<file path="config.mk">
export PLATFORM = sky130hd
export DESIGN_NAME = hdtf_formatter
export DESIGN_NICKNAME = d
export VERILOG_FILES = /design/src/rtl/hdtf_pkg.sv /design/src/rtl/hdtf_fifo.sv /design/src/rtl/hdtf_ecc.sv /design/src/rtl/hdtf_formatter.sv
export SDC_FILE = /design/constraint.sdc
export NUM_CORES = 1
export LEC_CHECK = 0
export BUFFER_PORTS_ARGS = -buffer_cell sky130_fd_sc_hd__buf_2
export CELL_PAD_IN_SITES_DETAIL_PLACEMENT = 0
export CELL_PAD_IN_SITES_GLOBAL_PLACEMENT = 2
export CORE_MARGIN = 2
export CORE_UTILIZATION = 38
export CTS_CLUSTER_DIAMETER = 150
export CTS_CLUSTER_SIZE = 40
export DETAILED_ROUTE_END_ITERATION = 8
export PLACE_DENSITY = 0.8
export SYNTH_ARGS = -nofsm -noshare
export SYNTH_HDL_FRONTEND = slang
export SYNTH_SLANG_ARGS = --single-unit
</file>
<file path="constraint.sdc">
create_clock -name clk -period 4.88 [get_ports clk]
set_input_delay 0 -clock clk [delete_from_list [all_inputs] [get_ports clk]]
set_output_delay 0 -clock clk [all_outputs]
set_load 0.03 [all_outputs]
</file>
<file path="src/rtl/hdtf_pkg.sv">
// Purpose: shared constants, types and helpers of the track formatter
// Assumes: byte-serial channel on the controller clock
// Notes: lengths are in bytes
// Behaviour
// - no index mark, first gap then id mark
// - four-byte ecc guards every data field
// - id address mark is two bytes
// - id record is exactly three bytes
// - data field mark is two bytes
// - id byte holds cylinder bits seven to zero
// - id field holds cylinder bits nine, eight
// - overflow flag is cylinder bit10 or head bit3
// - id field holds head bits two to zero
// - disk size code 256,512,1024,128 as 00..11
// - track type normal, alternate, defective; 11 reserved
// - host size code translated before disk access
// - first and third gaps are fill bytes then sync field
// - fourth gap: turn-off byte, gap, twelve sync
// - gap four and five lengths not checked
package hdtf_pkg;
  localparam logic [7:0] MARK_LEAD = 8'ha1;
  localparam logic [7:0] IAM_TAIL = 8'hfe;
  localparam logic [7:0] DAM_TAIL = 8'hf8;
  localparam logic [7:0] GAP_FILL = 8'h4e;
  localparam logic [7:0] SYNC_BYTE = 8'h00;
  localparam logic [7:0] WTO_BYTE = 8'hff;
  localparam logic [10:0] MARK_LEN = 11'h002;
  localparam logic [10:0] ID_LEN = 11'h003;
  localparam logic [10:0] ECC_LEN = 11'h004;
  localparam logic [10:0] G1_GAP = 11'h004;
  localparam logic [10:0] G1_SYNC = 11'h00c;
  localparam logic [10:0] G3_GAP = 11'h003;
  localparam logic [10:0] G3_SYNC = 11'h008;
  localparam logic [10:0] G4_WTO = 11'h001;
  localparam logic [10:0] G4_SYNC = 11'h00c;
  localparam logic [10:0] CNT_RST = 11'h000;
  localparam logic [1:0] DSK_256 = 2'h0;
  localparam logic [1:0] DSK_512 = 2'h1;
  localparam logic [1:0] DSK_1024 = 2'h2;
  localparam logic [1:0] DSK_128 = 2'h3;
  localparam logic [1:0] HST_128 = 2'h0;
  localparam logic [1:0] HST_256 = 2'h1;
  localparam logic [1:0] HST_512 = 2'h2;
  localparam logic [1:0] HST_1024 = 2'h3;
  localparam logic [1:0] TRK_NORMAL = 2'h0;
  localparam logic [1:0] TRK_ALT = 2'h1;
  localparam logic [1:0] TRK_DEFECT = 2'h2;
  localparam logic [1:0] TRK_RSVD = 2'h3;
  // second id byte: cyl[9:8] at 7:6, overflow at 5, head[2:0] at 2:0
  localparam int ID1_CYL_LSB = 6;
  localparam int ID1_OVF_BIT = 5;
  localparam int ID2_SIZE_LSB = 6;
  localparam int ID2_TYPE_LSB = 4;
  localparam logic [31:0] ECC_POLY = 32'h04c11db7;
  localparam logic [31:0] ECC_INIT = 32'h00000000;
  localparam int FIFO_W = 8;
  localparam int FIFO_D = 4;
  typedef enum logic [3:0] {
    W_IDLE, W_G1, W_IAM, W_ID, W_G3, W_DAM, W_DATA, W_ECC, W_G4
  } hdtf_wst_e;
  typedef enum logic [2:0] {
    R_HUNT, R_ID, R_DHUNT, R_DATA, R_ECC
  } hdtf_rst_e;
  function automatic logic [1:0] host_to_disk(input logic [1:0] h);
    unique case (h)
      HST_128: host_to_disk = DSK_128;
      HST_256: host_to_disk = DSK_256;
      HST_512: host_to_disk = DSK_512;
      HST_1024: host_to_disk = DSK_1024;
    endcase
  endfunction
  function automatic logic [1:0] disk_to_host(input logic [1:0] d);
    unique case (d)
      DSK_128: disk_to_host = HST_128;
      DSK_256: disk_to_host = HST_256;
      DSK_512: disk_to_host = HST_512;
      DSK_1024: disk_to_host = HST_1024;
    endcase
  endfunction
  function automatic logic [10:0] sect_len(input logic [1:0] d);
    unique case (d)
      DSK_128: sect_len = 11'h080;
      DSK_256: sect_len = 11'h100;
      DSK_512: sect_len = 11'h200;
      DSK_1024: sect_len = 11'h400;
    endcase
  endfunction
  function automatic logic [10:0] g4_gap(input logic [1:0] d);
    unique case (d)
      DSK_128: g4_gap = 11'h01a;
      DSK_256: g4_gap = 11'h028;
      DSK_512: g4_gap = 11'h038;
      DSK_1024: g4_gap = 11'h03d;
    endcase
  endfunction
endpackage

</file>
<file path="src/rtl/hdtf_fifo.sv">
// Purpose: small valid/ready buffer for sector data
// Assumes: single clock, synchronous active-high reset
// Notes: no bypass, a word spends at least one cycle inside
`timescale 1ns/1ps
module hdtf_fifo #(
  parameter int W = 8,
  parameter int D = 4
) (
  input wire logic clk,
  input wire logic sys_rst,
  input wire logic in_valid,
  output logic in_ready,
  input wire logic [W-1:0] in_data,
  output logic out_valid,
  input wire logic out_ready,
  output logic [W-1:0] out_data
);
  localparam int AW = $clog2(D);
  logic [W-1:0] mem [D];
  logic [AW-1:0] wp_q, rp_q;
  logic [AW:0] cnt_q;
  wire push = in_valid && in_ready;
  wire pop = out_valid && out_ready;
  assign in_ready = (cnt_q != (AW+1)'(D));
  assign out_valid = (cnt_q != '0);
  assign out_data = mem[rp_q];
  always_ff @(posedge clk) begin
    if (push) begin
      mem[wp_q] <= in_data;
    end
  end
  always_ff @(posedge clk) begin
    if (sys_rst) begin
      wp_q <= '0;
      rp_q <= '0;
      cnt_q <= '0;
    end else begin
      if (push) begin
        wp_q <= (wp_q == AW'(D-1)) ? '0 : wp_q + 1'b1;
      end
      if (pop) begin
        rp_q <= (rp_q == AW'(D-1)) ? '0 : rp_q + 1'b1;
      end
      cnt_q <= cnt_q + (AW+1)'(push) - (AW+1)'(pop);
    end
  end
endmodule

</file>
<file path="src/rtl/hdtf_ecc.sv">
// Purpose: byte-wide 32-bit check code generator and checker
// Assumes: bytes enter msb first
// Notes: code bytes appended msb first leave a zero remainder
`timescale 1ns/1ps
module hdtf_ecc (
  input wire logic clk,
  input wire logic sys_rst,
  input wire logic clr,
  input wire logic en,
  input wire logic [7:0] din,
  output logic [31:0] code
);
  logic [31:0] code_q;
  logic [31:0] step [9];
  assign step[0] = code_q;
  for (genvar i = 0; i < 8; i++) begin : g_bit
    wire fb = step[i][31] ^ din[7-i];
    assign step[i+1] = {step[i][30:0], 1'b0} ^ (fb ? hdtf_pkg::ECC_POLY : '0);
  end
  assign code = code_q;
  always_ff @(posedge clk) begin
    if (sys_rst || clr) begin
      code_q <= hdtf_pkg::ECC_INIT;
    end else if (en) begin
      code_q <= step[8];
    end
  end
endmodule

</file>
<file path="src/rtl/hdtf_formatter.sv">
// Purpose: writes and parses fixed-disk soft-sectored tracks
// Assumes: channel byte strobes come from logic on this clock
// Notes: ecc only flags errors; burst correction is left to firmware
`timescale 1ns/1ps
module hdtf_formatter (
  input wire logic clk,
  input wire logic sys_rst,
  input wire logic fmt_start,
  input wire logic [10:0] fmt_cyl,
  input wire logic [3:0] fmt_head,
  input wire logic [1:0] fmt_size,
  input wire logic [1:0] fmt_type,
  input wire logic [7:0] fmt_nsect,
  input wire logic hd_valid,
  output logic hd_ready,
  input wire logic [7:0] hd_data,
  input wire logic wr_strobe,
  output logic [7:0] wr_data,
  output logic wr_gate,
  output logic fmt_busy,
  output logic fmt_done,
  output logic fmt_underrun,
  input wire logic rd_enable,
  input wire logic rd_strobe,
  input wire logic [7:0] rd_data,
  output logic rd_id_valid,
  output logic [9:0] rd_cyl,
  output logic rd_ovf,
  output logic [2:0] rd_head,
  output logic [1:0] rd_size,
  output logic [1:0] rd_type,
  output logic [7:0] rd_byte,
  output logic rd_byte_valid,
  output logic rd_sect_done,
  output logic rd_ecc_err
);
  hdtf_pkg::hdtf_wst_e w_st_q, w_nxt;
  hdtf_pkg::hdtf_rst_e r_st_q;
  logic [10:0] w_cnt_q, r_cnt_q, w_end, r_end;
  logic [10:0] cyl_q;
  logic [3:0] head_q;
  logic [1:0] dsk_q, type_q, r_dsk_q;
  logic [7:0] left_q, prev_q, id0_q, id1_q;
  logic [7:0] wr_data_q, rd_byte_q, w_byte, id_byte, gap_byte;
  logic wr_gate_q, done_q, under_q, idv_q, rbv_q, sdone_q, eerr_q, chk_q;
  logic [9:0] rcyl_q;
  logic rovf_q;
  logic [2:0] rhead_q;
  logic [1:0] rsize_q, rtype_q;
  logic [31:0] w_code, r_code;
  logic [7:0] f_data;
  logic f_valid;

  wire w_busy = (w_st_q != hdtf_pkg::W_IDLE);
  wire w_go = w_busy && wr_strobe;
  wire w_last = (w_cnt_q == w_end);
  wire in_data = (w_st_q == hdtf_pkg::W_DATA);
  wire last_sect = (left_q <= 8'h01);
  wire [7:0] ecc_byte = w_code[{2'h3 - w_cnt_q[1:0], 3'h0} +: 8];
  wire [10:0] g4_fill_end = hdtf_pkg::G4_WTO + hdtf_pkg::g4_gap(dsk_q);

  hdtf_fifo #(.W(hdtf_pkg::FIFO_W), .D(hdtf_pkg::FIFO_D)) u_fifo (
    .clk(clk),
    .sys_rst(sys_rst),
    .in_valid(hd_valid),
    .in_ready(hd_ready),
    .in_data(hd_data),
    .out_valid(f_valid),
    .out_ready(w_go && in_data),
    .out_data(f_data)
  );

  hdtf_ecc u_wecc (
    .clk(clk),
    .sys_rst(sys_rst),
    .clr(w_st_q == hdtf_pkg::W_DAM),
    .en(w_go && in_data),
    .din(w_byte),
    .code(w_code)
  );

  assign w_end =
    (w_st_q == hdtf_pkg::W_G1) ? hdtf_pkg::G1_GAP + hdtf_pkg::G1_SYNC - 11'h001 :
    (w_st_q == hdtf_pkg::W_IAM) ? hdtf_pkg::MARK_LEN - 11'h001 :
    (w_st_q == hdtf_pkg::W_ID) ? hdtf_pkg::ID_LEN - 11'h001 :
    (w_st_q == hdtf_pkg::W_G3) ? hdtf_pkg::G3_GAP + hdtf_pkg::G3_SYNC - 11'h001 :
    (w_st_q == hdtf_pkg::W_DAM) ? hdtf_pkg::MARK_LEN - 11'h001 :
    in_data ? hdtf_pkg::sect_len(dsk_q) - 11'h001 :
    (w_st_q == hdtf_pkg::W_ECC) ? hdtf_pkg::ECC_LEN - 11'h001 :
    (w_st_q == hdtf_pkg::W_G4) ? g4_fill_end + hdtf_pkg::G4_SYNC - 11'h001 :
    hdtf_pkg::CNT_RST;

  // no index mark between first gap and id mark
  assign w_nxt =
    (w_st_q == hdtf_pkg::W_G1) ? hdtf_pkg::W_IAM :
    (w_st_q == hdtf_pkg::W_IAM) ? hdtf_pkg::W_ID :
    (w_st_q == hdtf_pkg::W_ID) ? hdtf_pkg::W_G3 :
    (w_st_q == hdtf_pkg::W_G3) ? hdtf_pkg::W_DAM :
    (w_st_q == hdtf_pkg::W_DAM) ? hdtf_pkg::W_DATA :
    in_data ? hdtf_pkg::W_ECC :
    (w_st_q == hdtf_pkg::W_ECC) ? hdtf_pkg::W_G4 :
    (w_st_q == hdtf_pkg::W_G4 && !last_sect) ? hdtf_pkg::W_IAM :
    hdtf_pkg::W_IDLE;

  assign id_byte =
    (w_cnt_q == 11'h000) ? cyl_q[7:0] :
    (w_cnt_q == 11'h001) ?
      {cyl_q[9:8], cyl_q[10] | head_q[3], 2'h0, head_q[2:0]} :
      {dsk_q, type_q, 4'h0};

  assign gap_byte =
    (w_st_q == hdtf_pkg::W_G1) ?
      ((w_cnt_q < hdtf_pkg::G1_GAP) ? hdtf_pkg::GAP_FILL : hdtf_pkg::SYNC_BYTE) :
    (w_st_q == hdtf_pkg::W_G3) ?
      ((w_cnt_q < hdtf_pkg::G3_GAP) ? hdtf_pkg::GAP_FILL : hdtf_pkg::SYNC_BYTE) :
    (w_cnt_q < hdtf_pkg::G4_WTO) ? hdtf_pkg::WTO_BYTE :
    (w_cnt_q < g4_fill_end) ? hdtf_pkg::GAP_FILL : hdtf_pkg::SYNC_BYTE;

  // marks are lead byte then tail byte
  assign w_byte =
    (w_st_q == hdtf_pkg::W_IAM) ?
      ((w_cnt_q == 11'h000) ? hdtf_pkg::MARK_LEAD : hdtf_pkg::IAM_TAIL) :
    (w_st_q == hdtf_pkg::W_DAM) ?
      ((w_cnt_q == 11'h000) ? hdtf_pkg::MARK_LEAD : hdtf_pkg::DAM_TAIL) :
    (w_st_q == hdtf_pkg::W_ID) ? id_byte :
    in_data ? (f_valid ? f_data : hdtf_pkg::SYNC_BYTE) :
    (w_st_q == hdtf_pkg::W_ECC) ? ecc_byte : gap_byte;

  always_ff @(posedge clk) begin
    if (sys_rst) begin
      w_st_q <= hdtf_pkg::W_IDLE;
      w_cnt_q <= hdtf_pkg::CNT_RST;
    end else if (!w_busy) begin
      if (fmt_start) begin
        w_st_q <= hdtf_pkg::W_G1;
        w_cnt_q <= hdtf_pkg::CNT_RST;
      end
    end else if (wr_strobe) begin
      w_cnt_q <= w_last ? hdtf_pkg::CNT_RST : w_cnt_q + 11'h001;
      if (w_last) begin
        w_st_q <= w_nxt;
      end
    end
  end

  // size code translated once when the pass starts
  always_ff @(posedge clk) begin
    if (sys_rst) begin
      cyl_q <= 11'h000;
      head_q <= 4'h0;
      dsk_q <= hdtf_pkg::DSK_256;
      type_q <= hdtf_pkg::TRK_NORMAL;
      left_q <= 8'h00;
    end else if (!w_busy && fmt_start) begin
      cyl_q <= fmt_cyl;
      head_q <= fmt_head;
      dsk_q <= hdtf_pkg::host_to_disk(fmt_size);
      type_q <= fmt_type;
      left_q <= fmt_nsect;
    end else if (w_go && w_last && w_st_q == hdtf_pkg::W_G4) begin
      left_q <= left_q - 8'h01;
    end
  end

  // an empty buffer during data writes zeros; the sector is then bad
  always_ff @(posedge clk) begin
    if (sys_rst) begin
      wr_data_q <= hdtf_pkg::SYNC_BYTE;
      wr_gate_q <= 1'b0;
      done_q <= 1'b0;
      under_q <= 1'b0;
    end else begin
      if (w_go) begin
        wr_data_q <= w_byte;
      end
      wr_gate_q <= w_busy;
      done_q <= w_go && w_last && (w_nxt == hdtf_pkg::W_IDLE);
      under_q <= w_go && in_data && !f_valid;
    end
  end

  assign wr_data = wr_data_q;
  assign wr_gate = wr_gate_q;
  assign fmt_busy = wr_gate_q;
  assign fmt_done = done_q;
  assign fmt_underrun = under_q;

  // read side
  wire r_go = rd_enable && rd_strobe;
  wire lead_seen = (prev_q == hdtf_pkg::MARK_LEAD);
  wire iam_hit = r_go && lead_seen && (rd_data == hdtf_pkg::IAM_TAIL);
  wire dam_hit = r_go && lead_seen && (rd_data == hdtf_pkg::DAM_TAIL);
  wire r_last = (r_cnt_q == r_end);
  wire r_field = (r_st_q == hdtf_pkg::R_DATA) || (r_st_q == hdtf_pkg::R_ECC);
  assign r_end =
    (r_st_q == hdtf_pkg::R_ID) ? hdtf_pkg::ID_LEN - 11'h001 :
    (r_st_q == hdtf_pkg::R_DATA) ? hdtf_pkg::sect_len(r_dsk_q) - 11'h001 :
    hdtf_pkg::ECC_LEN - 11'h001;

  // check over data and code bytes
  hdtf_ecc u_recc (
    .clk(clk),
    .sys_rst(sys_rst),
    .clr(dam_hit),
    .en(r_go && r_field),
    .din(rd_data),
    .code(r_code)
  );

  // gap bytes are skipped by hunting, their count is never checked
  always_ff @(posedge clk) begin
    if (sys_rst || !rd_enable) begin
      r_st_q <= hdtf_pkg::R_HUNT;
      r_cnt_q <= hdtf_pkg::CNT_RST;
      prev_q <= hdtf_pkg::SYNC_BYTE;
    end else if (rd_strobe) begin
      // a hit consumes the lead so mark bytes are never shared
      prev_q <= (iam_hit || dam_hit) ? hdtf_pkg::SYNC_BYTE : rd_data;
      r_cnt_q <= (r_field || r_st_q == hdtf_pkg::R_ID) && !r_last ?
        r_cnt_q + 11'h001 : hdtf_pkg::CNT_RST;
      unique case (r_st_q)
        hdtf_pkg::R_HUNT: begin
          if (iam_hit) begin
            r_st_q <= hdtf_pkg::R_ID;
          end
        end
        hdtf_pkg::R_ID: begin
          if (r_last) begin
            r_st_q <= hdtf_pkg::R_DHUNT;
          end
        end
        hdtf_pkg::R_DHUNT: begin
          // two-byte data mark; a new id mark restarts
          if (dam_hit) begin
            r_st_q <= hdtf_pkg::R_DATA;
          end else if (iam_hit) begin
            r_st_q <= hdtf_pkg::R_ID;
          end
        end
        hdtf_pkg::R_DATA: begin
          if (r_last) begin
            r_st_q <= hdtf_pkg::R_ECC;
          end
        end
        hdtf_pkg::R_ECC: begin
          if (r_last) begin
            r_st_q <= hdtf_pkg::R_HUNT;
          end
        end
      endcase
    end
  end

  always_ff @(posedge clk) begin
    if (sys_rst) begin
      id0_q <= 8'h00;
      id1_q <= 8'h00;
      idv_q <= 1'b0;
      rcyl_q <= 10'h000;
      rovf_q <= 1'b0;
      rhead_q <= 3'h0;
      rsize_q <= hdtf_pkg::HST_128;
      rtype_q <= hdtf_pkg::TRK_NORMAL;
      r_dsk_q <= hdtf_pkg::DSK_256;
    end else begin
      idv_q <= 1'b0;
      if (r_go && r_st_q == hdtf_pkg::R_ID) begin
        if (r_cnt_q == 11'h000) begin
          id0_q <= rd_data;
        end
        if (r_cnt_q == 11'h001) begin
          id1_q <= rd_data;
        end
        if (r_last) begin
          idv_q <= 1'b1;
          rcyl_q <= {id1_q[hdtf_pkg::ID1_CYL_LSB +: 2], id0_q};
          rovf_q <= id1_q[hdtf_pkg::ID1_OVF_BIT];
          rhead_q <= id1_q[2:0];
          r_dsk_q <= rd_data[hdtf_pkg::ID2_SIZE_LSB +: 2];
          // host sees its own size encoding
          rsize_q <= hdtf_pkg::disk_to_host(rd_data[hdtf_pkg::ID2_SIZE_LSB +: 2]);
          rtype_q <= rd_data[hdtf_pkg::ID2_TYPE_LSB +: 2];
        end
      end
    end
  end

  always_ff @(posedge clk) begin
    if (sys_rst) begin
      rd_byte_q <= 8'h00;
      rbv_q <= 1'b0;
      chk_q <= 1'b0;
      sdone_q <= 1'b0;
      eerr_q <= 1'b0;
    end else begin
      rbv_q <= r_go && (r_st_q == hdtf_pkg::R_DATA);
      if (r_go && r_st_q == hdtf_pkg::R_DATA) begin
        rd_byte_q <= rd_data;
      end
      chk_q <= r_go && (r_st_q == hdtf_pkg::R_ECC) && r_last;
      sdone_q <= chk_q;
      eerr_q <= chk_q && (r_code != 32'h00000000);
    end
  end

  assign rd_id_valid = idv_q;
  assign rd_cyl = rcyl_q;
  assign rd_ovf = rovf_q;
  assign rd_head = rhead_q;
  assign rd_size = rsize_q;
  assign rd_type = rtype_q;
  assign rd_byte = rd_byte_q;
  assign rd_byte_valid = rbv_q;
  assign rd_sect_done = sdone_q;
  assign rd_ecc_err = eerr_q;

  wire wg = w_go;
endmodule

</file>
# Yosys cells after proc, flatten, opt, wreduce, memory -nomap -nowiden
# Memory sizes are Yosys's and may differ from the RTL's. A register that Yosys moved wholly into a read port is not among the register bits.
# Index checks and enable logic that the tools add are counted.
[word_totals]
regBits = 195
latch_bits = 0
ramBits = 32
romBits = 0
input_bits = 50
out_inout_bits = 43
wordCells = 258
mem_count = 1
[mem_list]
columns = ["memory", "depth", "width", "read_ports", "rd_ports_with_merged_regs", "wr", "line_no", "text"]
rows = [
  ["u_fifo.mem", 4, 8, 1, 1, 1, "hdtf_fifo.sv:19", "logic [W-1:0] mem [D];"],
]
[op_classes]
add_sub_neg = 13
multipliers = 0
n_div = 0
order_cmp = 5
eq_ne = 39
shifts = 1
n_mux = 80
bitwise_logic = 34
n_reduce_logical = 52
[ops]
columns = ["op", "count"]
rows = [
  ["XOR 32 bit", 16],
  ["2-to-1 mux 27 bit", 16],
  ["2-to-1 mux 11 bit", 15],
  ["one-hot mux 11 bit (4 select lines)", 3],
  ["2-to-1 mux 8 bit", 14],
  ["2-to-1 mux 4 bit", 11],
  ["2-to-1 mux 7 bit", 5],
  ["subtractor 11 x 1 -> 11 bit (second input constant)", 3],
  ["nonzero test 32 bit", 1],
  ["variable part select 32 x 6 -> 8 bit", 1],
  ["equality test 8 bit (second input constant)", 3],
  ["adder 11 x 1 -> 11 bit (second input constant)", 2],
  ["equality test 11 x 1 -> 1 bit (second input constant)", 2],
  ["equality test 11 bit", 2],
  ["logical NOT 11 bit", 2],
  ["logical AND 1 bit", 21],
  ["equality test 2 bit (second input constant)", 10],
  ["equality test 4 x 3 -> 1 bit (second input constant)", 4],
  ["one-hot mux 2 bit (4 select lines)", 2],
  ["XOR 1 bit", 16],
  ["2-to-1 mux 3 bit", 5],
  ["one-hot mux 3 bit (5 select lines)", 1],
  ["adder 1 x 11 -> 11 bit (first input constant)", 1],
  ["adder 11 x 4 -> 11 bit (second input constant)", 1],
  ["36 further kinds", 67],
]

# Logic depth before layout (Yosys ltp)
# Gate-level depths: netlist of the first run.
[depth]
depth_word = 37
mapped_depth = 17
mapped_depth_nobuf = 14

# Modules after synthesis
# From an unflattened synthesis of the first run, not the netlist that was laid out.
[hier_totals]
hier_cells = 1342
hier_area_um2 = 12896.1
[by_module_without_submodules]
columns = ["module", "instances", "cells_per_inst", "area_each_um2", "seq_area_each_um2"]
rows = [
  ["hdtf_formatter", 1, 835, 6814.0, 2442.3],
  ["hdtf_ecc", 2, 208, 2224.6, 640.6],
  ["hdtf_fifo", 1, 91, 1632.8, 1141.1],
]

# Worst setup path before layout of the first run
# OpenSTA, ideal clock, no wires.
[synth_path]
kind = "register to register"
from = "register w_cnt_q[0]"
to = "register u_wecc.code_q[3], in the netlist u_wecc.code[3]"
setup_ns = 0.086
arrival_time_ns = 3.461
required_ns = 4.794
path_slack_ns = 1.333
path_stages_with_launch = 15
path_buffers = 3
period_less_slack_ns = 3.547
path_cell_list = "dfxtp_1 -> buf_2 -> inv_1 -> ha_1 -> clkbuf_1 -> nand3b_1 -> a2111oi_4 -> o211ai_2 -> mux2_4 -> or4b_4 -> buf_6 -> or3_1 -> and2_1 -> xnor2_1 -> a211oi_1"
[synth_between]
elab_chain_cells = 21
word_cells_on_any_way = 39
classes_between = "add/sub: 1; order compare: 4; eq/ne: 1; shift: 1; mux: 19; bitwise: 12; reduce/logical: 1"
[synth_rtl]
columns = ["item", "line_no", "text"]
rows = [
  ["start, declared", "hdtf_formatter.sv:39", "logic [10:0] w_cnt_q, r_cnt_q, w_end, r_end;"],
  ["start signal, assigned", "hdtf_formatter.sv:132", "w_cnt_q <= hdtf_pkg::CNT_RST;"],
  ["start signal, assigned", "hdtf_formatter.sv:136", "w_cnt_q <= hdtf_pkg::CNT_RST;"],
  ["start signal, assigned", "hdtf_formatter.sv:139", "w_cnt_q <= w_last ? hdtf_pkg::CNT_RST : w_cnt_q + 11'h001;"],
  ["less-than comparator 11 x 1 -> 1 bit", "hdtf_formatter.sv:116", "(w_cnt_q < hdtf_pkg::G4_WTO) ? hdtf_pkg::WTO_BYTE :"],
  ["2-to-1 mux 8 bit", "hdtf_formatter.sv:116", ""],
  ["2-to-1 mux 8 bit", "hdtf_formatter.sv:114", "(w_st_q == hdtf_pkg::W_G3) ?"],
  ["2-to-1 mux 8 bit", "hdtf_formatter.sv:112", "(w_st_q == hdtf_pkg::W_G1) ?"],
  ["2-to-1 mux 8 bit", "hdtf_formatter.sv:127", "(w_st_q == hdtf_pkg::W_ECC) ? ecc_byte : gap_byte;"],
  ["2-to-1 mux 8 bit", "hdtf_formatter.sv:126", "in_data ? (f_valid ? f_data : hdtf_pkg::SYNC_BYTE) :"],
  ["2-to-1 mux 8 bit", "hdtf_formatter.sv:125", "(w_st_q == hdtf_pkg::W_ID) ? id_byte :"],
  ["2-to-1 mux 8 bit", "hdtf_formatter.sv:123", "(w_st_q == hdtf_pkg::W_DAM) ?"],
  ["2-to-1 mux 8 bit (*)", "hdtf_formatter.sv:121", "(w_st_q == hdtf_pkg::W_IAM) ?"],
  ["XOR 1 bit", "hdtf_ecc.sv:17", "wire fb = step[i][31] ^ din[7-i];"],
  ["2-to-1 mux 27 bit", "hdtf_ecc.sv:18", "assign step[i+1] = {step[i][30:0], 1'b0} ^ (fb ? hdtf_pkg::ECC_POLY : '0);"],
  ["XOR 32 bit (6 in a row)", "hdtf_ecc.sv:18", ""],
  ["XOR 1 bit", "hdtf_ecc.sv:17", ""],
  ["2-to-1 mux 27 bit", "hdtf_ecc.sv:18", ""],
  ["XOR 32 bit (*) (2 in a row)", "hdtf_ecc.sv:18", ""],
  ["end signal, assigned", "hdtf_ecc.sv:23", "code_q <= hdtf_pkg::ECC_INIT;"],
  ["end signal, assigned", "hdtf_ecc.sv:25", "code_q <= step[8];"],
  ["end, declared", "hdtf_ecc.sv:13", "logic [31:0] code_q;"],
]
# Every way passes the cells marked *; elsewhere a longest branch is shown, timed or not.
# A chain may end at the register's enable or synchronous reset.

# Worst setup path after layout of the first run
[layout_path]
from = "register w_cnt_q[7]"
to = "register u_wecc.code_q[5], in the netlist u_wecc.code[5]"
[layout_between]
elab_chain_cells = 21
word_cells_on_any_way = 43
classes_between = "order compare: 4; eq/ne: 1; mux: 22; bitwise: 15; reduce/logical: 1"
[layout_rtl]
columns = ["item", "line_no"]
rows = [
  ["less-than comparator 11 x 1 -> 1 bit or less-than comparator 11 bit (tied branches)", "hdtf_formatter.sv:116, hdtf_formatter.sv:117"],
  ["2-to-1 mux 8 bit or 2-to-1 mux 7 bit (tied branches)", "hdtf_formatter.sv:116, hdtf_formatter.sv:117"],
  ["2-to-1 mux 8 bit, on equally long branches", "hdtf_formatter.sv:114, hdtf_formatter.sv:116"],
  ["2-to-1 mux 8 bit, on equally long branches", "hdtf_formatter.sv:112, hdtf_formatter.sv:114"],
  ["2-to-1 mux 8 bit, on equally long branches", "hdtf_formatter.sv:127, hdtf_formatter.sv:112"],
  ["2-to-1 mux 8 bit, on equally long branches", "hdtf_formatter.sv:126, hdtf_formatter.sv:127"],
  ["2-to-1 mux 8 bit, on equally long branches", "hdtf_formatter.sv:125, hdtf_formatter.sv:126"],
  ["2-to-1 mux 8 bit, on equally long branches", "hdtf_formatter.sv:123, hdtf_formatter.sv:125"],
  ["2-to-1 mux 8 bit (*)", "hdtf_formatter.sv:121"],
  ["XOR 1 bit or 2-to-1 mux 8 bit (tied branches)", "hdtf_ecc.sv:17, hdtf_formatter.sv:121"],
  ["2-to-1 mux 27 bit or XOR 1 bit (tied branches)", "hdtf_ecc.sv:18, hdtf_ecc.sv:17"],
  ["XOR 32 bit or 2-to-1 mux 27 bit (tied branches)", "hdtf_ecc.sv:18"],
  ["XOR 32 bit (5 in a row)", "hdtf_ecc.sv:18"],
  ["XOR 1 bit or XOR 32 bit (tied branches)", "hdtf_ecc.sv:17, hdtf_ecc.sv:18"],
  ["2-to-1 mux 27 bit or XOR 1 bit (tied branches)", "hdtf_ecc.sv:18, hdtf_ecc.sv:17"],
  ["XOR 32 bit or 2-to-1 mux 27 bit (tied branches)", "hdtf_ecc.sv:18"],
  ["XOR 32 bit (*)", "hdtf_ecc.sv:18"],
]
# Marked as above.

==> Implementation_results.wiki, run 1 <==
{| class="wikitable"
! Metric !! Value
|-
| Proportion of layout cells with a drive suffix above 1 || 11.92%
|-
| Total gr overflow || 0
|-
| Via count || between 10k and 15k
|-
| Antenna diode count || 0
|-
| Post-Synthesis Net Count || 1470
|-
| Flip-flop and latch area || 4865 um2
|-
| Mean area per synthesized cell || around 9 um2
|-
| Antenna violations before repair || 1
|-
| Detailed-placement wirelength estimate || 24590 um
|-
| CTS tree || yes
|-
| Count of final setup violators || 0
|-
| Number of clock buffers inserted by TritonCTS || 9
|-
| Post-synthesis sequential area ratio || a little under 40%
|-
| Die height || around 180 um
|-
| Library cell contributing the largest single delay on the critical path || nor4_1
|-
| Distinct cells, synth || 87
|-
| Hold Fails Final Rpt || 0
|-
| Count of standard-cell rows || 66
|-
| Mean number of vias per cell || between 5 and 6
|-
| Outcome || complete, no violations
|-
| Worst flop-to-flop path startpoint || w_cnt_q[7]
|-
| Worst IR drop on VDD || 239.5 uV
|-
| R2r endpoint || u_wecc.code[5]
|-
| Non-filler instance count after layout || around 1.9k
|-
| Complex-gate fraction of the synthesized area || 15.03%
|-
| Power density normalized to cell area || about 360 nW/um2
|-
| Post-route DRC || 0
|-
| Worst-path maximum fanout || 12
|-
| Final wirelength || between 30000 and 40000 um
|-
| Gpl congestion || 0.8614
|-
| Top_reg_cell synth || dfxtp_1
|-
| Static Leak || 0.005485 uW
|-
| Critical path startpoint || w_cnt_q[7]
|-
| Proportion of register bits with asynchronous set or reset after synthesis || 0%
|-
| HP Class || in -> reg
|-
| Data required time of the critical path || 5310 ps
|-
| Clock Latency Late Sink || 500 ps
|-
| Number of pins with negative max-slew slack in the final report || 0
|-
| Multiplexer share of the synthesized area || 5.932%
|-
| Die Outline Area || 34100 um2
|-
| PortBufs || 92
|-
| TNS Setup || 0 ps
|-
| Simple logic cell fraction of the synthesized area || 19.52%
|-
| Slack of the worst reg-to-reg path || between 800 and 900 ps
|-
| Pin count of the biggest net entering global routing || between 60 and 70
|-
| Net total in the final layout || 1561
|-
| Library cell used as clock root buffer || clkbuf_16
|-
| Slew of the pin with the lowest slew margin || ~950 ps
|-
| F_max || 0.2460 GHz
|-
| TritonRoute pass-1 iters || 5
|-
| Post-route clock skew || ~22 ps
|-
| Post-Synth Adder-Cell Area || 3.692%
|-
| Clock Path Buffers || 3
|-
| Global routing usage summed across all routing layers || 20.21%
|-
| Number of global-route vias before repair || 9989
|-
| Slowest cell delay on critical path || 830 ps
|-
| MaxCap Viol Count || 0
|-
| Type of the worst setup path || reg -> reg
|-
| Max_slew headroom || between 30% and 40%
|-
| Cells resized by post-CTS repair || 0
|-
| Most common cell after layout, fill and taps aside || dfxtp_1
|-
| Comb pwr share || between 30% and 40%
|-
| Parity-gate share of the synthesized area counting xor and xnor cells || between 10% and 20%
|-
| H-tree depth || 1
|-
| Post-synthesis sequential element count || 227
|-
| Cell breakdown of the critical path || nor4_1 -> nand3_1 -> and3_1 -> a211oi_2 -> xor3_2 -> xnor3_2 -> xnor3_1 -> a21oi_1
|-
| Switching fraction of total power || 34.35%
|-
| Clock network fraction of design power || roughly a fifth
|-
| Most frequent cells in the layout || dfxtp_1, nand2_1, nor2_1
|-
| Nature of the critical path startpoint || register
|-
| Boundary pin count || 93
|-
| Area growth from synthesis to final layout || 13.18%
|-
| DRC violation total after the first TritonRoute iteration || 641
|-
| Final antenna-violating net count || 0
|-
| Cell Int Power || 3310 uW
|-
| Count of yosys warnings during synthesis || 0
|-
| Initial standard-cell utilization of the core || 38.32%
|-
| Largest family of logic cells by synthesized area || simple AND/OR/NAND/NOR gates
|-
| Arrival @ worst endpoint || 4500 ps
|-
| Standard cell core area || 32370 um2
|-
| Hold buffer count at CTS || 57
|-
| Clock transition at the register clock pins on the worst setup and hold paths after CTS || 150 ps
|-
| Fraction of power consumed by sequential logic || ~41%
|-
| # Post-CTS Setup Buffers || 0
|-
| Floorplan die width || 184.7 um
|-
| Critical Path End Type || register
|-
| Clock sinks || about 230
|-
| Switching power total || 1732 uW
|-
| Count of mapped cells out of synthesis || around 1.4k
|-
| Count of flip-flops with a built-in enable after synthesis || 32
|-
| Portion of the clock cycle consumed by the worst path in the final layout || 83.29%
|-
| Number of instances in the placed design || 1849
|-
| RSZ-0062 raised after global routing || false
|-
| Worst reg-to-reg path cell count || 8
|-
| Global-route wire length before repair || 54950 um
|-
| Area occupied by multi-input gates || 7058 um2
|-
| Worst setup path endpoint || u_wecc.code[5]
|-
| Minimum clock period || 4065 ps
|-
| Post-synthesis instance area || 12400 um2
|-
| Number of filler instances in the final layout || 3245
|-
| Routed wire length per instance || approximately 18 um
|}
## synthesized netlist by cell type, types with 5 or more instances
cell type	number	share of area, %
buf_2	13	0.52
nor3_1	21	0.85
buf_1	9	0.27
mux2i_1	36	2.9
nand4_1	13	0.66
or2_2	6	0.30
nand2_1	162	4.9
or4_1	6	0.36
xor2_1	42	3.0
nand3b_1	9	0.54
a21oi_1	125	5.0
nor2b_1	18	0.91
edfxtp_1	32	7.7
a21o_1	9	0.54
o21ai_0	50	2.0
a31oi_1	12	0.61
inv_1	33	1.0
ha_1	35	3.5
o211ai_1	6	0.36
o31ai_1	5	0.30
clkbuf_1	61	1.8
nand2b_1	11	0.55
xnor2_1	87	6.1
nand3_1	29	1.2
mux4_2	15	2.7
nor4_1	19	0.96
and3_1	13	0.66
dfxtp_1	195	31
and2_1	6	0.30
or3_1	10	0.50
nor2_1	151	4.6
xnor3_1	13	2.4
a211oi_1	32	1.9
## metal layers
| layer | GRT usage (%) | part of all wire, % |
|---|---|---|
| met3 | 2.588 | 3.4 |
| met1 | 26.78 | 47 |
| met2 | 34.89 | 48 |
| met5 | 0 | 0.038 |
| met4 | 4.984 | 2.3 |
## cell type report
type,instances,area share (%)
timing repair buffer,168,8.378
tap,442,3.939
sequential,227,34.65
multi-input combinational,1036,50.28
inverter,33,0.8824
clock inverter,1,0.1159
clock buffer,12,1.756
## flip-flops by register name, summed over array words and instances, names as in the netlist, 3 cells and up, named ones only
register,cells
cyl_q,11
head_q,4
id0_q,8
id1_q,6
left_q,8
prev_q,8
r_cnt_q,11
r_st_q,3
rd_byte,8
rd_cyl,10
rd_head,3
u_fifo.cnt_q,3
u_fifo.mem,32
u_recc.code,32
u_wecc.code,32
w_cnt_q,11
w_st_q,4
wr_data,8
## metrics by stage
| step | cell area, um2 | util [%] | total power (uW) | setup slack [ps] | hold slack [ps] |
|---|---|---|---|---|---|
| finish | 14040 | 43.37 | 5041 | 815.3 | 92.24 |
| global route | 14040 | 43.37 | 5352 | 513.9 | 107.5 |
| CTS | 14040 | 43.37 | 5089 | 870.2 | 83.10 |
| detailed placement | 13210 | 40.79 | 4061 | 896.8 | 219.8 |
| global placement | 13210 | 40.79 | 4059 | 1011 | 213.2 |
| floorplan | 12400 | - | 3644 | 1333 | 98.87 |
## worst max-delay path, delay by kind of cell (launching register included)
family | cells | cell delay [ps]
DFF | 1 | 410
xor gates and xnor gates | 3 | 1200
AOI/OAI and AO/OA | 2 | 560
and+or+nand+nor | 3 | 1830
## worst min path at each step
stage | from | end | slack, ps | cells after the start
floorplan | hd_data[0] | u_fifo.mem[0][0] | 100 | 0
detailed placement | hd_data[1] | u_fifo.mem[2][1] | 220 | 1
global route | fmt_start | head_q[0] | 110 | 5
CTS | fmt_start | head_q[0] | 80 | 5
global placement | hd_data[2] | u_fifo.mem[2][2] | 210 | 1
finish | fmt_start | head_q[0] | 90 | 5
## power by group through the flow
stage / Sequential, uW / Combinational [uW] / Clock, uW
2_1_floorplan: 2120 / 1530 / 0
5_1_grt: 2080 / 2200 / 1070
3_3_place_gp: 2110 / 1950 / 0
6_report: 2070 / 2000 / 970
3_5_place_dp: 2110 / 1950 / 0
4_1_cts: 2070 / 2010 / 1010
## cells by family (layout without fill, tap and decap cells)
group	after synthesis	in the layout
XOR/XNOR	148	148
adder cells (fa/ha/maj)	36	36
multiplexers	54	54
AND/OR/NAND/NOR	503	503
buffers and inverters	121	214
flip-flops	227	227
AO/OA/AOI/OAI	295	295
Power figures use the tool's default switching activity.
==> run 2: changes to the inputs <==
--- a/config.mk
+++ b/config.mk
@@ -9,11 +9,11 @@
 export CELL_PAD_IN_SITES_DETAIL_PLACEMENT = 0
 export CELL_PAD_IN_SITES_GLOBAL_PLACEMENT = 2
 export CORE_MARGIN = 2
-export CORE_UTILIZATION = 38
+export CORE_UTILIZATION = 34
 export CTS_CLUSTER_DIAMETER = 150
 export CTS_CLUSTER_SIZE = 40
 export DETAILED_ROUTE_END_ITERATION = 8
-export PLACE_DENSITY = 0.8
+export PLACE_DENSITY = 0.76
 export SYNTH_ARGS = -nofsm -noshare
 export SYNTH_HDL_FRONTEND = slang
 export SYNTH_SLANG_ARGS = --single-unit
==> constraint.sdc (replaced) <==
create_clock -name clk -period 3.4 [get_ports clk]
set_input_delay 0 -clock clk [delete_from_list [all_inputs] [get_ports clk]]
set_output_delay 0 -clock clk [all_outputs]
set_load 0.03 [all_outputs]
==> Implementation_results.wiki, run 2 (synthesis results as in run 1) <==
{| class="wikitable"
! Metric !! Value
|-
| Outcome || complete, no violations (unchanged)
|-
| H-tree depth || 1 (unchanged)
|-
| Standard cell core area || 35740 um2 (was 32370 um2)
|-
| Most common cell after layout, fill and taps aside || dfxtp_1 (unchanged)
|-
| Slew of the pin with the lowest slew margin || 872.0 ps (was 947.0 ps)
|-
| Net total in the final layout || 1661 (was 1561)
|-
| Library cell used as clock root buffer || clkbuf_16 (unchanged)
|-
| Clock Latency Late Sink || 510 ps (was 500 ps)
|-
| Portion of the clock cycle consumed by the worst path in the final layout || 99.31% (was 83.29%)
|-
| TNS Setup || 0 ps (unchanged)
|-
| Final antenna-violating net count || 0 (unchanged)
|-
| Worst flop-to-flop path startpoint || w_cnt_q[2] (was w_cnt_q[7])
|-
| CTS tree || yes (unchanged)
|-
| Clock transition at the register clock pins on the worst setup and hold paths after CTS || 130 ps (was 150 ps)
|-
| Global-route wire length before repair || 57570 um (was 54950 um)
|-
| Worst hold stages || 4 (was 5)
|-
| Mean number of vias per cell || 5.092 (was 5.249)
|-
| Die height || 195.0 um (was 184.7 um)
|-
| Proportion of layout cells with a drive suffix above 1 || 20.27% (was 11.92%)
|-
| Most frequent cells in the layout || dfxtp_1, nand2_1, nor2_1 (unchanged)
|-
| F_max || 0.2962 GHz (was 0.2460 GHz)
|-
| Worst Hold Launch || wr_strobe (was fmt_start)
|-
| Global routing usage summed across all routing layers || 18.76% (was 20.21%)
|-
| Data required time of the critical path || 3840 ps (was 5310 ps)
|-
| Die Outline Area || 38020 um2 (was 34100 um2)
|-
| TritonRoute pass-1 iters || 5 (unchanged)
|-
| R2r endpoint || u_wecc.code[9] (was u_wecc.code[5])
|-
| Count of final setup violators || 0 (unchanged)
|-
| Number of global-route vias before repair || 10.21k (was 9989)
|-
| Slack of the worst reg-to-reg path || 20 ps (was 820 ps)
|-
| Critical Path End Type || register (unchanged)
|-
| Power density normalized to cell area || 529.5 nW/um2 (was 359.1 nW/um2)
|-
| Clock sinks || 227 (unchanged)
|-
| Number of filler instances in the final layout || 3595 (was 3245)
|-
| Worst IR drop on VDD || 378.9 uV (was 239.5 uV)
|-
| Arrival @ worst endpoint || 3810 ps (was 4500 ps)
|-
| Gpl congestion || 0.8942 (was 0.8614)
|-
| Antenna diode count || 0 (unchanged)
|-
| Static Leak || 0.006054 uW (was 0.005485 uW)
|-
| Number of clock buffers inserted by TritonCTS || 10 (was 9)
|-
| Max_slew headroom || 41.87% (was 36.28%)
|-
| Detailed-placement wirelength estimate || 26440 um (was 24590 um)
|-
| Type of the worst setup path || reg -> reg (unchanged)
|-
| RSZ-0062 raised after global routing || true (was false)
|-
| Area growth from synthesis to final layout || 22.29% (was 13.18%)
|-
| Final wirelength || 36060 um (was 34250 um)
|-
| Worst-path maximum fanout || 4 (was 12)
|-
| HP Class || in -> reg (unchanged)
|-
| Number of pins with negative max-slew slack in the final report || 0 (unchanged)
|-
| Hold Fails Final Rpt || 0 (unchanged)
|-
| MaxCap Viol Count || 0 (unchanged)
|-
| Antenna violations before repair || 0 (was 1)
|-
| Routed wire length per instance || 17.68 um (was 17.85 um)
|-
| Pin count of the biggest net entering global routing || 81 (was 69)
|-
| Via count || 10.39k (was 10.07k)
|-
| Minimum clock period || 3377 ps (was 4065 ps)
|-
| Boundary pin count || 93 (unchanged)
|-
| Hold endpoint || wr_data[3] (was head_q[0])
|-
| Initial standard-cell utilization of the core || 34.70% (was 38.32%)
|-
| Nature of the critical path startpoint || register (unchanged)
|-
| Post-route DRC || 0 (unchanged)
|-
| DRC violation total after the first TritonRoute iteration || 621 (was 641)
|-
| Floorplan die width || 195.0 um (was 184.7 um)
|-
| Clock Path Buffers || 3 (unchanged)
|-
| Worst reg-to-reg path cell count || 10 (was 8)
|-
| Fin worst setup slack || 23.46 ps (was 815.3 ps)
|-
| Total gr overflow || 0 (unchanged)
|-
| Post-route clock skew || 31.98 ps (was 21.92 ps)
|-
| Count of standard-cell rows || 69 (was 66)
|-
| Worst slack, placed || -79.59 ps (was 896.8 ps)
|-
| PortBufs || 92 (unchanged)
|}
==> run 2: cell types whose count changed in the layout (fill, tap and decap cells not counted), moves of 3 or more <==
cell and change:
buf_4 +98, buf_6 +6, inv_1 -3, dfxtp_1 -3, ha_1 -8, inv_2 +3, dlygate4sd3_1 -6, ha_4 +6
==> run 2: routing by layer <==
metal / vias up / routed length [um] / global-route usage [%]
met5: - / 0 / 0
met4: 0 / 745 / 3.930
met3: 31 / 1014 / 1.986
met2: 168 / 17430 / 32.22
met1: 4953 / 16870 / 25.55
li1: 5235 / - / -
==> run 2: report_power, final <==
part           switching (uW)  leakage, uW  internal (uW)  total [uW]
sequential               91.3      0.00187           2860        2950
clock                     956     0.000166            640        1600
combinational            1690      0.00401           1790        3480
total                    2740      0.00605           5300        8030
==> run 2: metrics by stage <==
stage	utilization, %	std cells	total power (uW)	hold WS (ps)	cell area (um2)
2_1_floorplan	-	1384	5242	98.87	12420
3_3_place_gp	39.09	1965	6258	211.9	13970
3_5_place_dp	39.09	1965	6267	218.3	13970
4_1_cts	41.63	2032	7964	76.10	14880
5_1_grt	42.44	2040	8489	109.7	15170
6_report	42.44	2040	8032	86.60	15170
==> run 2: how the worst max path moves through the flow <==
stage	from	endpoint	slack (ps)	depth (start not counted)
after CTS	dsk_q[1]	u_wecc.code[9]	8	11
after floorplan	dsk_q[0]	u_wecc.code[3]	5	14
after detailed placement	dsk_q[0]	u_wecc.code[3]	-80	14
after global placement	dsk_q[0]	u_wecc.code[3]	-30	14
after global routing	w_cnt_q[2]	u_wecc.code[9]	-90	10
final	w_cnt_q[2]	u_wecc.code[9]	20	10
==> run 2: layout make-up <==
cell class,count,area [um2],share of cell area (%)
repair buffers,267,1939,12.79
flip-flops and latches,227,4871,32.11
multi-input cells,1036,7308,48.18
inverters,33,123.9,0.8166
clock inverters,3,66.31,0.4372
well taps,461,576.8,3.803
clock buffers,13,282.8,1.864
==> run 2: worst max-delay path, stage by stage (launching register included) <==
cell	delay [ps]
dfxtp_1	330
or4_4	570
buf_4	180
o41ai_2	330
a311oi_2	170
o211a_1	160
a211oi_2	220
xor3_2	470
xor3_1	390
or4_1	400
nand3_1	80
==> run 2: what timing repair did <==
| action | 4_1_cts | 5_1_grt |
|---|---|---|
| endpoints found under the setup margin | 11 | 22 |
| setup buffers | 0 | 8 |
| hold endpoints to repair | 109 | 0 |
| hold buffers | 51 | 0 |
| resized for setup | 8 | 42 |
| gates cloned | 0 | 0 |
| pin swaps | 2 | 16 |
==> run 3: changes to the inputs <==
--- a/config.mk
+++ b/config.mk
@@ -8,6 +8,7 @@
 export BUFFER_PORTS_ARGS = -buffer_cell sky130_fd_sc_hd__buf_2
 export CELL_PAD_IN_SITES_DETAIL_PLACEMENT = 0
 export CELL_PAD_IN_SITES_GLOBAL_PLACEMENT = 2
+export CORE_ASPECT_RATIO = 1.75
 export CORE_MARGIN = 2
 export CORE_UTILIZATION = 34
 export CTS_CLUSTER_DIAMETER = 150
==> Implementation_results.wiki, run 3 (synthesis results as in run 1) <==
{| class="wikitable"
! Metric !! Value
|-
| Most frequent cells in the layout || dfxtp_1, nand2_1, nor2_1 (unchanged)
|-
| Pin count of the biggest net entering global routing || 59 (was 81)
|-
| HP Class || in -> reg (unchanged)
|-
| Crit path buf inv count || 2 (was 1)
|-
| Global routing usage summed across all routing layers || 20.37% (was 18.76%)
|-
| Proportion of layout cells with a drive suffix above 1 || 21.29% (was 20.27%)
|-
| Worst IR drop on VDD || 322.8 uV (was 378.9 uV)
|-
| Total gr overflow || 0 (unchanged)
|-
| Met2 capacity usage during global routing || 41.37% (was 32.22%)
|-
| Post-place instance area || 14190 um2 (was 13970 um2)
|-
| Area growth from synthesis to final layout || 23.14% (was 22.29%)
|-
| Boundary pin count || 93 (unchanged)
|-
| Outcome || finished with violations (was complete, no violations)
|-
| Global-route wire length before repair || 60720 um (was 57570 um)
|-
| Clock Latency Late Sink || 520 ps (was 510 ps)
|-
| Count of final setup violators || 1 (was 0)
|-
| Most common cell after layout, fill and taps aside || dfxtp_1 (unchanged)
|-
| RSZ-0062 raised after global routing || true (unchanged)
|-
| Cell breakdown of the critical path || inv_4 -> ha_4 -> ha_4 -> inv_1 -> ha_1 -> a211o_1 -> o211a_1 -> o311ai_2 -> or4b_4 -> or3_4 -> and2_4 -> xnor2_2 -> a211oi_2 (was or4_4 -> buf_4 -> o41ai_2 -> a311oi_2 -> o211a_1 -> a211oi_2 -> xor3_2 -> xor3_1 -> or4_1 -> nand3_1)
|-
| Net total in the final layout || 1678 (was 1661)
|-
| Post-route clock skew || 40.03 ps (was 31.98 ps)
|-
| Nature of the critical path startpoint || register (unchanged)
|-
| Antenna violations before repair || 0 (unchanged)
|-
| Violations in the final reports || negative setup slack
|-
| Clock Path Buffers || 3 (unchanged)
|-
| Via count || 10.74k (was 10.39k)
|-
| Post-route DRC || 0 (unchanged)
|-
| Portion of the clock cycle consumed by the worst path in the final layout || 100.5% (was 99.31%)
|-
| Overall Power || 7945 uW (was 8032 uW)
|-
| CTS tree || yes (unchanged)
|-
| DRC violation total after the first TritonRoute iteration || 360 (was 621)
|-
| Initial standard-cell utilization of the core || 34.42% (was 34.70%)
|-
| Antenna diode count || 0 (unchanged)
|-
| Clock transition at the register clock pins on the worst setup and hold paths after CTS || 160 ps (was 130 ps)
|-
| Cell area after layout || 15270 um2 (was 15170 um2)
|-
| Worst path top cell family by delay || simple AND/OR/NAND/NOR gates (unchanged)
|-
| Count of standard-cell rows || 92 (was 69)
|-
| Worst slack, placed || -103.7 ps (was -79.59 ps)
|-
| Arrival @ worst endpoint || 3870 ps (was 3810 ps)
|-
| Static Leak || 0.006113 uW (was 0.006054 uW)
|-
| Routed wire length per instance || 19.02 um (was 17.68 um)
|-
| Max_slew headroom || 41.28% (was 41.87%)
|-
| Most frequent cell on the critical path || ha_4
|-
| Worst-path maximum fanout || 5 (was 4)
|-
| Data required time of the critical path || 3860 ps (was 3840 ps)
|-
| Final antenna-violating net count || 0 (unchanged)
|-
| Die Outline Area || 38080 um2 (was 38020 um2)
|-
| Library cell contributing the largest single delay on the critical path || or4b_4 (was or4_4)
|-
| Minimum clock period || 3415 ps (was 3377 ps)
|-
| Global routing met1 resource utilization || 19.79% (was 25.55%)
|-
| Worst hold slack || 6.275 ps (was 86.60 ps)
|-
| H-tree depth || 1 (unchanged)
|-
| Library cell used as clock root buffer || clkbuf_16 (unchanged)
|-
| Fin worst setup slack || -15.34 ps (was 23.46 ps)
|-
| Slowest cell delay on critical path || 560 ps (was 570 ps)
|-
| Slew of the pin with the lowest slew margin || 874.6 ps (was 872.0 ps)
|-
| Number of global-route vias before repair || 10.88k (was 10.21k)
|-
| Number of filler instances in the final layout || 3603 (was 3595)
|-
| Detailed-placement wirelength estimate || 29690 um (was 26440 um)
|-
| Gpl congestion || 1.003 (was 0.8942)
|-
| Type of the worst setup path || reg -> reg (unchanged)
|-
| Critical Path End Type || register (unchanged)
|-
| Global-route layer with the greatest usage || met2 (unchanged)
|-
| Standard cell core area || 36030 um2 (was 35740 um2)
|-
| Hold Fails Final Rpt || 0 (unchanged)
|-
| Number of pins with negative max-slew slack in the final report || 0 (unchanged)
|-
| TritonRoute pass-1 iters || 5 (unchanged)
|-
| Die height || 256.7 um (was 195.0 um)
|-
| Routing usage on met3 || 1.833% (was 1.986%)
|-
| MaxCap Viol Count || 0 (unchanged)
|-
| Clock sinks || 227 (unchanged)
|-
| Number of clock buffers inserted by TritonCTS || 9 (was 10)
|-
| Final wirelength || 39230 um (was 36060 um)
|-
| Floorplan die width || 148.4 um (was 195.0 um)
|-
| F_max || 0.2928 GHz (was 0.2962 GHz)
|-
| Mean number of vias per cell || 5.206 (was 5.092)
|-
| PortBufs || 92 (unchanged)
|-
| Power density normalized to cell area || 520.2 nW/um2 (was 529.5 nW/um2)
|}
## run 3: cell count changes in the layout (fill, tap and decap cells not counted), sizes merged
cell / change
clkinv: -1
clkbuf: -3
buf: +22
dlygate4sd3: -4
inv: -1
## run 3: stage by stage
step	instances	TNS [ps]	util [%]
final	2062	-15.34	42.39
after global routing	2062	-647.2	42.39
after CTS	2054	0	41.64
after detailed placement	1993	-474.4	39.38
after global placement	1993	-196.2	39.38
after floorplan	1384	0	-
## run 3: cell type report
cell class	instances	area (um2)	share of cell area, %
Clock inverter	1	16.27	0.1065
Multi-Input combinational cell	1036	7316	47.90
Inverter	33	126.4	0.8274
Clock buffer	10	229.0	1.499
Timing Repair Buffer	285	2123	13.90
Sequential cell	227	4875	31.92
Tap cell	470	588.1	3.850
## run 3: worst paths after layout
kind                                 start              to  slack (ps)  cells past startpoint
worst max-delay path              dsk_q[0]  u_wecc.code[3]         -20                     13
worst min-delay path               sys_rst   rd_byte_valid           6                      2
worst max register to register    dsk_q[0]  u_wecc.code[3]         -20                     13
worst min register to register  rd_byte[3]      rd_byte[3]         460                      2
## run 3: timing repair
action,CTS,global route
pin swaps,12,21
hold buffers,47,0
endpoints found under the hold margin,93,0
setup endpoints to repair,15,22
buffers inserted,3,8
resized for setup,14,43
## run 3: report_power, final
group | switching, uW | internal, uW | total, uW
sequential | 106 | 2860 | 2970
clock | 870 | 498 | 1370
combinational | 1760 | 1850 | 3610
## run 3: metal layers
metal / vias to the layer above / part of all wire (%)
li1: 5265 / -
met1: 5184 / 35
met2: 201 / 57
met3: 85 / 2.2
met4: 0 / 5.5
met5: - / 0
